==> src/verilog/spi_dac_consts.svh <==
// Shared offsets, field positions, codes and timing counts
`ifndef SPI_DAC_CONSTS_SVH
`define SPI_DAC_CONSTS_SVH
// Command word layout, bit 23 first on the wire
`define CMD_BITS        24
`define ADDR_MSB        23
`define ADDR_LSB        19
`define OP_MSB          18
`define OP_LSB          17
`define FLAG_BIT        16
// Opcodes and implemented addresses
`define OP_WRITE        2'b00
`define OP_READ         2'b11
`define ADR_DAC0        5'h00
`define ADR_DAC1        5'h01
`define ADR_VREF        5'h08
`define ADR_PDOWN       5'h09
`define ADR_GAIN        5'h0A
// Host register word indexes on the Avalon bus
`define REG_CMD         2'd0
`define REG_STATUS      2'd1
// Command register fields
`define CMD_READ_BIT    21
`define CMD_LAST_BIT    22
// Status register fields
`define ST_FLAG_BIT     16
`define ST_DONE_BIT     17
`define ST_BUSY_BIT     18
`define ST_OPEN_BIT     19
// Host serial clock half period in mclk cycles
`define SCK_HALF_CYCLES 8
`endif

==> src/verilog/spi_dac_pkg.sv <==
// Types shared by both ends of the serial DAC link
`default_nettype none
package spi_dac_pkg;
  typedef enum logic [2:0] {
    H_IDLE  = 3'b000,
    H_LEAD  = 3'b001,
    H_HIGH  = 3'b010,
    H_LOW   = 3'b011,
    H_CHAIN = 3'b100,
    H_GAP   = 3'b101
  } host_state_e;
endpackage : spi_dac_pkg
`default_nettype wire

==> src/verilog/spi_dac_if.sv <==
// Serial link between host controller and converter command decoder
`timescale 1ns/1ps
`default_nettype none
interface spi_dac_if;
  logic csN;               // Chip select, active low
  logic sck;               // Serial clock from host
  logic sdi;               // Host to device data
  logic sdoOut;            // Device output value
  logic sdoOe;             // Device drives the output line
  logic outputUpdateN;     // Output-update pin, driven by the bench
  logic highVoltageCmdPin; // High-voltage command pin, driven by the bench
  wire  sdoLine;
  // Shared data-out line; a pull-up holds it high while the device lets go
  assign sdoLine = sdoOe ? sdoOut : 1'b1;
  modport device (input csN, sck, sdi, outputUpdateN, highVoltageCmdPin,
                  output sdoOut, sdoOe);
  modport host (output csN, sck, sdi, input sdoLine);
endinterface : spi_dac_if
`default_nettype wire

==> src/verilog/spi_dac_device.sv <==
// Command decoder of the serial converter: frames, checks and runs commands
//
// Design decisions made here: the register addresses and the strobed register write and read ports.
`timescale 1ns/1ps
`default_nettype none
`include "spi_dac_consts.svh"
module spi_dac_device import spi_dac_pkg::*; #(
  parameter int CHANNELS   = 2,
  parameter int RESOLUTION = 12
) (
  // Clock and reset
  input  wire logic        mclk,
  input  wire logic        arst_n,
  // Serial link
  spi_dac_if.device        link,
  // Register write port, one-cycle strobe
  output logic             wrStrobe,
  output logic      [4:0]  wrAddr,
  output logic      [15:0] wrData,
  // Register read port, answered combinationally
  output logic      [4:0]  rdAddr,
  input  wire logic [15:0] rdRegData,
  input  wire logic [15:0] rdOutData
);
  if (!(CHANNELS inside {1, 2}) || !(RESOLUTION inside {8, 10, 12})) begin : g_chk
    $error("Unsupported channel count or resolution");
  end
  // Bits above the resolution are forced to one when read
  localparam logic [15:0] DATA_MASK = 16'((32'd1 << RESOLUTION) - 32'd1);

  ////////////////////////////////////////////////////////////////////
  // Pin synchronisers
  logic [4:0] pinMeta;
  logic [4:0] pinSync;
  logic       csSyncN;
  logic       sckSync;
  logic       sdiSync;
  logic       updateSyncN;
  logic       hvSync;
  // Every pin is asynchronous to mclk, so two flops each
  always_ff @(posedge mclk or negedge arst_n) begin
    if (!arst_n) begin
      pinMeta <= 5'b1_0000;
      pinSync <= 5'b1_0000;
    end else begin
      pinMeta <= {link.csN, link.sck, link.sdi, link.outputUpdateN,
                  link.highVoltageCmdPin};
      pinSync <= pinMeta;
    end
  end
  assign csSyncN     = pinSync[4];
  assign sckSync     = pinSync[3];
  assign sdiSync     = pinSync[2];
  assign updateSyncN = pinSync[1];
  assign hvSync      = pinSync[0];

  ////////////////////////////////////////////////////////////////////
  // Edge detection on the synchronised pins
  logic csPrevN;
  logic sckPrev;
  logic csFall;
  logic sckRise;
  logic sckFall;
  always_ff @(posedge mclk or negedge arst_n) begin
    if (!arst_n) begin
      csPrevN <= 1'b1;
      sckPrev <= 1'b0;
    end else begin
      csPrevN <= csSyncN;
      sckPrev <= sckSync;
    end
  end
  assign csFall  = csPrevN & ~csSyncN;
  assign sckRise = sckSync & ~sckPrev;
  assign sckFall = ~sckSync & sckPrev;

  ////////////////////////////////////////////////////////////////////
  // Command byte decode
  logic        active;
  logic        idleHigh;
  logic        seenRise;
  logic [4:0]  pos;
  logic [22:0] shiftIn;
  logic        command_error_flag;
  logic        cmdRead;
  logic [6:0]  cmdByte;
  logic [23:0] fullWord;
  logic        addrOk;
  logic        opOk;
  logic        shiftRise;
  logic        shiftFall;
  assign cmdByte  = {shiftIn[5:0], sdiSync};
  assign fullWord = {shiftIn, sdiSync};
  // Dual-channel part adds the second converter register
  assign addrOk = (cmdByte[6:2] == `ADR_DAC0) || (cmdByte[6:2] == `ADR_VREF) ||
                  (cmdByte[6:2] == `ADR_PDOWN) || (cmdByte[6:2] == `ADR_GAIN) ||
                  (cmdByte[6:2] == `ADR_DAC1 && CHANNELS == 2);
  assign opOk   = (cmdByte[1:0] == `OP_WRITE) || (cmdByte[1:0] == `OP_READ);
  assign shiftRise = active && !csSyncN && sckRise;
  // In mode 1,1 the first falling edge precedes any data, so skip it
  assign shiftFall = active && !csSyncN && sckFall && (seenRise || !idleHigh);

  ////////////////////////////////////////////////////////////////////
  // Frame state: armed only by a fresh select edge
  always_ff @(posedge mclk or negedge arst_n) begin
    if (!arst_n) begin
      active   <= 1'b0;
      idleHigh <= 1'b0;
      seenRise <= 1'b0;
    end else if (csSyncN) begin
      active   <= 1'b0;
      seenRise <= 1'b0;
    end else if (csFall) begin
      active   <= 1'b1;
      idleHigh <= sckSync;
      seenRise <= 1'b0;
    end else if (shiftRise) begin
      seenRise <= 1'b1;
    end
  end

  ////////////////////////////////////////////////////////////////////
  // Bit counter and input shifter, wrapping every 24 bits
  always_ff @(posedge mclk or negedge arst_n) begin
    if (!arst_n) begin
      pos     <= 5'd0;
      shiftIn <= 23'h00_0000;
    end else if (csSyncN || csFall) begin
      pos     <= 5'd0;
    end else if (shiftRise) begin
      shiftIn <= {shiftIn[21:0], sdiSync};
      pos     <= (pos == 5'd23) ? 5'd0 : pos + 5'd1;
    end
  end

  ////////////////////////////////////////////////////////////////////
  // Sticky error; only deselect clears it
  always_ff @(posedge mclk or negedge arst_n) begin
    if (!arst_n) begin
      command_error_flag  <= 1'b0;
      cmdRead <= 1'b0;
      rdAddr  <= 5'h00;
    end else if (csSyncN) begin
      command_error_flag  <= 1'b0;
    end else if (shiftRise && pos == 5'd6) begin
      if (!(addrOk && opOk)) begin
        command_error_flag <= 1'b1;
      end
      cmdRead <= (cmdByte[1:0] == `OP_READ);
      rdAddr  <= cmdByte[6:2];
    end
  end

  ////////////////////////////////////////////////////////////////////
  // Write port: fires on the 24th rising edge of a clean write command while the high-voltage pin is low
  always_ff @(posedge mclk or negedge arst_n) begin
    if (!arst_n) begin
      wrStrobe <= 1'b0;
      wrAddr   <= 5'h00;
      wrData   <= 16'h0000;
    end else begin
      // A partial word never gets here, so the trailing partial word of an odd-length frame changes nothing
      wrStrobe <= shiftRise && pos == 5'd23 && !command_error_flag && !cmdRead &&
                  !hvSync;
      if (shiftRise && pos == 5'd23) begin
        wrAddr <= fullWord[`ADDR_MSB:`ADDR_LSB];
        wrData <= fullWord[15:0];
      end
    end
  end

  ////////////////////////////////////////////////////////////////////
  // Read word: live output value for converter registers when requested
  logic [15:0] readWord;
  logic        dacAddr;
  assign dacAddr  = (rdAddr == `ADR_DAC0) || (rdAddr == `ADR_DAC1);
  assign readWord = ((updateSyncN && dacAddr) ? rdOutData : rdRegData)
                    | ~DATA_MASK;

  ////////////////////////////////////////////////////////////////////
  // Data-out driver: changes only on falling edges while selected; deselect returns it high
  logic [15:0] shiftOut;
  always_ff @(posedge mclk or negedge arst_n) begin
    if (!arst_n) begin
      link.sdoOut <= 1'b1;
      link.sdoOe  <= 1'b0;
      shiftOut    <= 16'h0000;
    end else if (csSyncN) begin
      link.sdoOe  <= 1'b0;
      link.sdoOut <= 1'b1;
    end else if (csFall) begin
      link.sdoOe  <= 1'b1;
      link.sdoOut <= 1'b1;
    end else if (shiftFall) begin
      if (command_error_flag && pos != 5'd7) begin
        link.sdoOut <= 1'b0;
      end else if (pos < 5'd7) begin
        link.sdoOut <= 1'b1;
      end else if (pos == 5'd7) begin
        link.sdoOut <= !command_error_flag;
      end else if (pos == 5'd8) begin
        link.sdoOut <= cmdRead ? readWord[15] : 1'b1;
        shiftOut    <= {readWord[14:0], 1'b1};
      end else begin
        link.sdoOut <= cmdRead ? shiftOut[15] : 1'b1;
        shiftOut    <= {shiftOut[14:0], 1'b1};
      end
    end
  end
endmodule : spi_dac_device
`default_nettype wire

==> src/flat_wrapper.sv <==
// flat-port wrapper written by rule: the top's interface ports become plain ports
module spi_dac_device_flat import spi_dac_pkg::*;
#(
  parameter int CHANNELS   = 2,
  parameter int RESOLUTION = 12
)
  (mclk, arst_n, wrStrobe, wrAddr, wrData, rdAddr, rdRegData, rdOutData, link_csN, link_sck, link_sdi, link_outputUpdateN, link_highVoltageCmdPin, link_sdoOut, link_sdoOe);
  spi_dac_if link_i ();
  input  wire logic mclk;
  input  wire logic arst_n;
  output logic wrStrobe;
  output logic      [4:0] wrAddr;
  output logic      [15:0] wrData;
  output logic      [4:0] rdAddr;
  input  wire logic [15:0] rdRegData;
  input  wire logic [15:0] rdOutData;
  input wire logic [$bits(link_i.csN)-1:0] link_csN;
  input wire logic [$bits(link_i.sck)-1:0] link_sck;
  input wire logic [$bits(link_i.sdi)-1:0] link_sdi;
  input wire logic [$bits(link_i.outputUpdateN)-1:0] link_outputUpdateN;
  input wire logic [$bits(link_i.highVoltageCmdPin)-1:0] link_highVoltageCmdPin;
  output wire logic [$bits(link_i.sdoOut)-1:0] link_sdoOut;
  output wire logic [$bits(link_i.sdoOe)-1:0] link_sdoOe;
  assign link_i.csN = link_csN;
  assign link_i.sck = link_sck;
  assign link_i.sdi = link_sdi;
  assign link_i.outputUpdateN = link_outputUpdateN;
  assign link_i.highVoltageCmdPin = link_highVoltageCmdPin;
  assign link_sdoOut = link_i.sdoOut;
  assign link_sdoOe = link_i.sdoOe;
  spi_dac_device #(.CHANNELS(CHANNELS), .RESOLUTION(RESOLUTION)) u_core (.mclk(mclk), .arst_n(arst_n), .link(link_i), .wrStrobe(wrStrobe), .wrAddr(wrAddr), .wrData(wrData), .rdAddr(rdAddr), .rdRegData(rdRegData), .rdOutData(rdOutData));
endmodule
==> config.mk <==
export PLATFORM = sky130hd
export DESIGN_NAME = spi_dac_device_flat
export DESIGN_NICKNAME = d
export VERILOG_FILES = /design/src/verilog/spi_dac_pkg.sv /design/src/verilog/spi_dac_if.sv /design/src/verilog/spi_dac_device.sv /design/src/flat_wrapper.sv
export VERILOG_INCLUDE_DIRS = /design/src /design/src/verilog
export SDC_FILE = /design/constraint.sdc
export NUM_CORES = 1
export LEC_CHECK = 0
export ABC_AREA = 1
export ABC_CLOCK_PERIOD_IN_PS = 2520
export BUFFER_PORTS_ARGS = -buffer_cell sky130_fd_sc_hd__buf_4
export CORE_UTILIZATION = 55
export DETAILED_ROUTE_END_ITERATION = 8
export GPL_TIMING_DRIVEN = 1
export PLACE_DENSITY = 0.78
export SLEW_MARGIN = 25
export SYNTH_ARGS = -nofsm -noshare
export SYNTH_HDL_FRONTEND = slang
export SYNTH_SLANG_ARGS = --single-unit
export TNS_END_PERCENT = 10
==> constraint.sdc <==
create_clock -name mclk -period 2.52 [get_ports mclk]
set_clock_uncertainty 0.05 [all_clocks]
set_input_delay 0.252 -clock mclk [delete_from_list [all_inputs] [get_ports mclk]]
set_output_delay 0.252 -clock mclk [all_outputs]
set_load 0.005 [all_outputs]
After elaboration in Yosys (flattened, before gate mapping)
Index checks and enable logic that the tools add are counted.

Logic and storage cells: 101. Register bits after elaboration: 89. Input port bits: 39. Output and inout port bits: 29.

Reduce and logical (&&, ||, !) cells: 38. Magnitude comparators: 1. Equal/unequal tests: 12. Mux-type cells: 21. $add $sub $neg: 1. Bitwise gates (word level): 11.

Operator list (count): equality test 5 x 4 -> 1 bit (second input constant) (4); 2-to-1 mux 1 bit (16); 2-to-1 mux 16 bit (1); 2-to-1 mux 5 bit (3); logical AND 1 bit (12); 2-to-1 mux 12 bit (1); equality test 5 x 1 -> 1 bit (second input constant) (2); equality test 5 x 3 -> 1 bit (second input constant) (2); zero test 5 bit (2); logical OR 1 bit (8); NOT 1 bit (8); AND reduction 2 bit (4); AND reduction 6 bit (1); nonzero test 2 bit (3); nonzero test 3 bit (2); adder 5 x 1 -> 5 bit (second input constant) (1); equality test 5 bit (second input constant) (1); zero test 1 bit (5); < comparator 5 x 3 -> 1 bit (second input constant) (1); inequality test 5 x 3 -> 1 bit (second input constant) (1); AND 1 bit (3); equality test 2 bit (second input constant) (1); zero test 2 bit (1); inequality test 2 x 1 -> 1 bit (second input constant) (1).

Depth between registers and ports, before layout
Depth in word-level cells: 9. Depth in mapped cells: 9. Gate-level depth less buffers: 8.

Worst setup path before layout
Ideal clock, no wire load.

Path kind: register -> register. From: register u_core.pos[0]. To: register u_core.shiftOut[10]. Period minus slack after synthesis: 1.429 ns. Slack: 1.091 ns. Arrival: 1.263 ns. Cell stages (with the launch flop): 9. Buffers on the path: 1. Setup time: 0.116 ns. Data required time: 2.354 ns. Cells stage by stage: dfrtp_1 -> ha_1 -> nand2_1 -> inv_2 -> nand3_2 -> nand4_4 -> buf_6 -> nand2_1 -> nand2_1.

Word-level cells in the longest chain between the ends: 4. Elaborated cells on any way between the ends: 10. Those cells by class: order compare: 1; eq/ne: 3; mux: 1; bitwise: 3; reduce/logical: 2.

Ends and longest elaborated chain: start, declared (RTL line spi_dac_device.sv:82) `logic [4:0] pos;`; start signal, assigned (RTL line spi_dac_device.sv:132) `pos <= (pos == 5'd23) ? 5'd0 : pos + 5'd1;`; parallel branches: the longest is 4 deep, another holds < comparator 5 x 3 -> 1 bit; end signal, assigned (RTL line spi_dac_device.sv:203) `shiftOut <= {readWord[14:0], 1'b1};`; end signal, assigned (RTL line spi_dac_device.sv:206) `shiftOut <= {shiftOut[14:0], 1'b1};`; end, declared (RTL line spi_dac_device.sv:182) `logic [15:0] shiftOut;`.

Several ways; the timed one is not identified. A chain may end at the register's enable or synchronous reset.

Worst setup path after layout
From: register u_core.pos[0]. To: register u_core.wrData[9].

Word-level cells in the longest chain between the ends: 2.

Ends and longest elaborated chain: equality test 5 bit (RTL line spi_dac_device.sv:165) `if (shiftRise && pos == 5'd23) begin`; logical AND 1 bit (RTL line spi_dac_device.sv:165); end signal, assigned (RTL line spi_dac_device.sv:167) `wrData <= fullWord[15:0];`; end, declared (RTL line spi_dac_device.sv:19) `output logic [15:0] wrData,`.

No other way between the ends.

==> flow_summary.ini <==
[status]
status = completed

[floorplanning]
fp.dieH_um = 86.7
rows = 30
core_region_area_um2 = 6870
dieArea_um2 = 7520
die_w_um = 86.7
initial_utilization_pct = 57.5
io_pins = 68

[detailed_routing]
drc = 0
wirelength_mm = 7.33
drt-initial-drc-count = 177
postRouteAntennaNets = 0
wire_per_inst_um = 12.1
routed-via-count = 2997
drtPass1Iterations = 4
via_per_inst = 4.93

[global_route]
antenna_found_initial = 0
grt_pass1_wl_mm = 12.8
grt_usage_pct = 22.1
grt-ovfl-total = 0
grt_max_degree = 51
first_global_vias = 2888

[clocking]
htree_levels = 3
clockBufferDepth = 2
cts_tree = yes
cts.reportedPaths.clkPinSlew_ns = 0.09
worstSkewPairLatency_ns = 0.36
root_buffer = clkbuf_8
cts_buffers = 9
postCtsSetupBuffers = 0
clock_sinks = 89

[timing]
setup-tns-final_ns = 0
hold_violations = 0
relSlewSlack_pct = 49.3
layout_setup_ws_ns = 0.547
fmaxAchievable_mhz = 507
rsz0062_at_grt = false
post-route-min-period_ns = 1.97
hold_ws_ns = 0.231
worstMarginPinSlew_ns = 0.758
setup_viol_count_final = 0
finalCritPeriodShare_pct = 78.3
finalMaxSlewViolations = 0

[placed_design]
hpwl_mm = 4.91
port_buffers = 59
place_ws_ns = 0.588
gp_congestion = 0.821

[worst_hold_path]
hold_class = in -> reg

[critical_path]
cp.arrival_ns = 2.14
r2r_setup_slack_ns = 0.55
criticalPathCategory = reg -> reg
worst-path-max-fanout = 41
worstPathRequired_ns = 2.69
crit_path_start_kind = register
setup.worst_path.end_class = register

[finish]
antennaDiodeCount = 0
n_fill_cell = 574
area_growth_pct = 18.9
finalNetCount = 550
drive_above_1_share_pct = 20.9

[yosys]
ys_seq_elements = 89
synth_area_um2 = 3950
syn_inst = 443
yosysWarningCount = 0
syn_nets = 486
synth.area.top_cells = dfrtp_1, nand2_1, o21ai_1
yosysSeqAreaShare_pct = 56.5
avgSynthCellArea_um2 = 8.91
yosysUniqueCellTypes = 30
yosys.area.top_type_share_pct = 53.9
synth_top_area_cell = dfrtp_1

[power_and_ir_drop]
power.leakage_nw = 2.35
power.total_mw = 2.57
power_density_nw_per_um2 = 547
ir_worst_vdd_mv = 0.466

[job]
drv_cap = 0
synth_stat cells (all sizes together):
library cell and count:
a21oi 4, buf 15, clkbuf 1, dfrtp 85, dfstp 4, ha 4, inv 64, nand2 146
nand3 24, nand4 15, nor2 18, nor3 1, nor4 1, o21ai 58, o22ai 1, or2 1
xor2 1
final cells by class:
type / count / area [µm²] / share of cell area [%]
clock buffer: 10 / 128 / 2.72
clock inverter: 6 / 66.3 / 1.41
inverter: 64 / 240 / 5.12
multi-input combinational: 274 / 1360 / 29.0
sequential: 89 / 2230 / 47.6
tap: 96 / 120 / 2.56
timing repair buffer: 69 / 546 / 11.6
critical path, cell delays in order, from the launching register on:
cell	delay [ns]
dfrtp_1	0.42
ha_1	0.21
nand2_1	0.09
inv_2	0.09
nand2_2	0.07
nor2_2	0.13
nand2_2	0.45
nand2_1	0.21
o21ai_1	0.10
timing repair:
item / in CTS / in global routing
resized for setup: 0 / 0
hold endpoints to repair: 54 / 0
hold buffers: 6 / 0
endpoints found under the setup margin: 0 / 0
placed cells by master, fill, tap and decap left out, types with 2 or more instances in the layout:
master and instances:
nand2_2 2, nand2_4 3, dfrtp_1 85, nand2_1 141, inv_2 8, clkinvlp_4 3
nand3_1 21, ha_1 4, nor2_8 2, inv_1 56, clkbuf_8 9, o21ai_1 50
nor2_1 13, buf_4 62, a21oi_1 4, nand4_1 13, o21ai_0 8, dlygate4sd3_1 6
dfstp_2 4, nor2_4 2, nand3_2 2
logic make-up after synthesis:
family	after synthesis	share of synthesized area [%]
adders and majority gates	4	1.27
buffers and inverters	80	9.00
AOI/OAI and AO/OA	63	8.02
and+or+nand+nor	206	25.0
xor gates and xnor gates	1	0.222
DFF	89	56.5
stage by stage:
step	std cells	util, %	instance area (µm²)
2_1_floorplan	443	-	3950
5_1_grt	608	68.3	4690
6_report	608	68.3	4690
3_5_place_dp	586	64.6	4440
3_3_place_gp	586	64.6	4440
4_1_cts	608	68.3	4690
where the power goes:
group | internal, mW | switching (mW) | leakage (nW)
Sequential | 1.45 | 0.0145 | 1.14
Combinational | 0.0643 | 0.0830 | 1.12
Clock | 0.460 | 0.494 | 0.0889
Total | 1.97 | 0.592 | 2.35
state kept, by name, indices dropped and copies added, names as in the netlist:
name,flops
u_core.sckPrev,1
u_core.wrData,16
u_core.link.sdoOe,1
u_core.wrAddr,5
u_core.wrStrobe,1
u_core.shiftIn,23
u_core.seenRise,1
u_core.pinMeta,5
u_core.link.sdoOut,1
u_core.csPrevN,1
u_core.cmdRead,1
u_core.command_error_flag,1
u_core.pinSync,5
u_core.idleHigh,1
u_core.rdAddr,5
u_core.pos,5
u_core.shiftOut,16
layer usage:
metal / global-route usage (%) / vias to the layer above / share of wire [%]
li1: - / 1527 / -
met1: 29.8 / 1393 / 49
met2: 35.9 / 66 / 46
met3: 3.52 / 11 / 3.6
met4: 9.09 / 0 / 1.8
met5: 0 / - / 0
final timing paths:
check                                  start            endpoint  depth (start not counted)
max                            u_core.pos[0]    u_core.wrData[9]                          8
min                             rdRegData[4]  u_core.shiftOut[5]                          7
max reg2reg                    u_core.pos[0]    u_core.wrData[9]                          8
min reg2reg                u_core.pinMeta[1]   u_core.pinSync[1]                          0
max in group asynchronous             arst_n      u_core.csPrevN                          3
min in group asynchronous             arst_n    u_core.wrData[5]                          2
(Power assumes the default switching activity.)
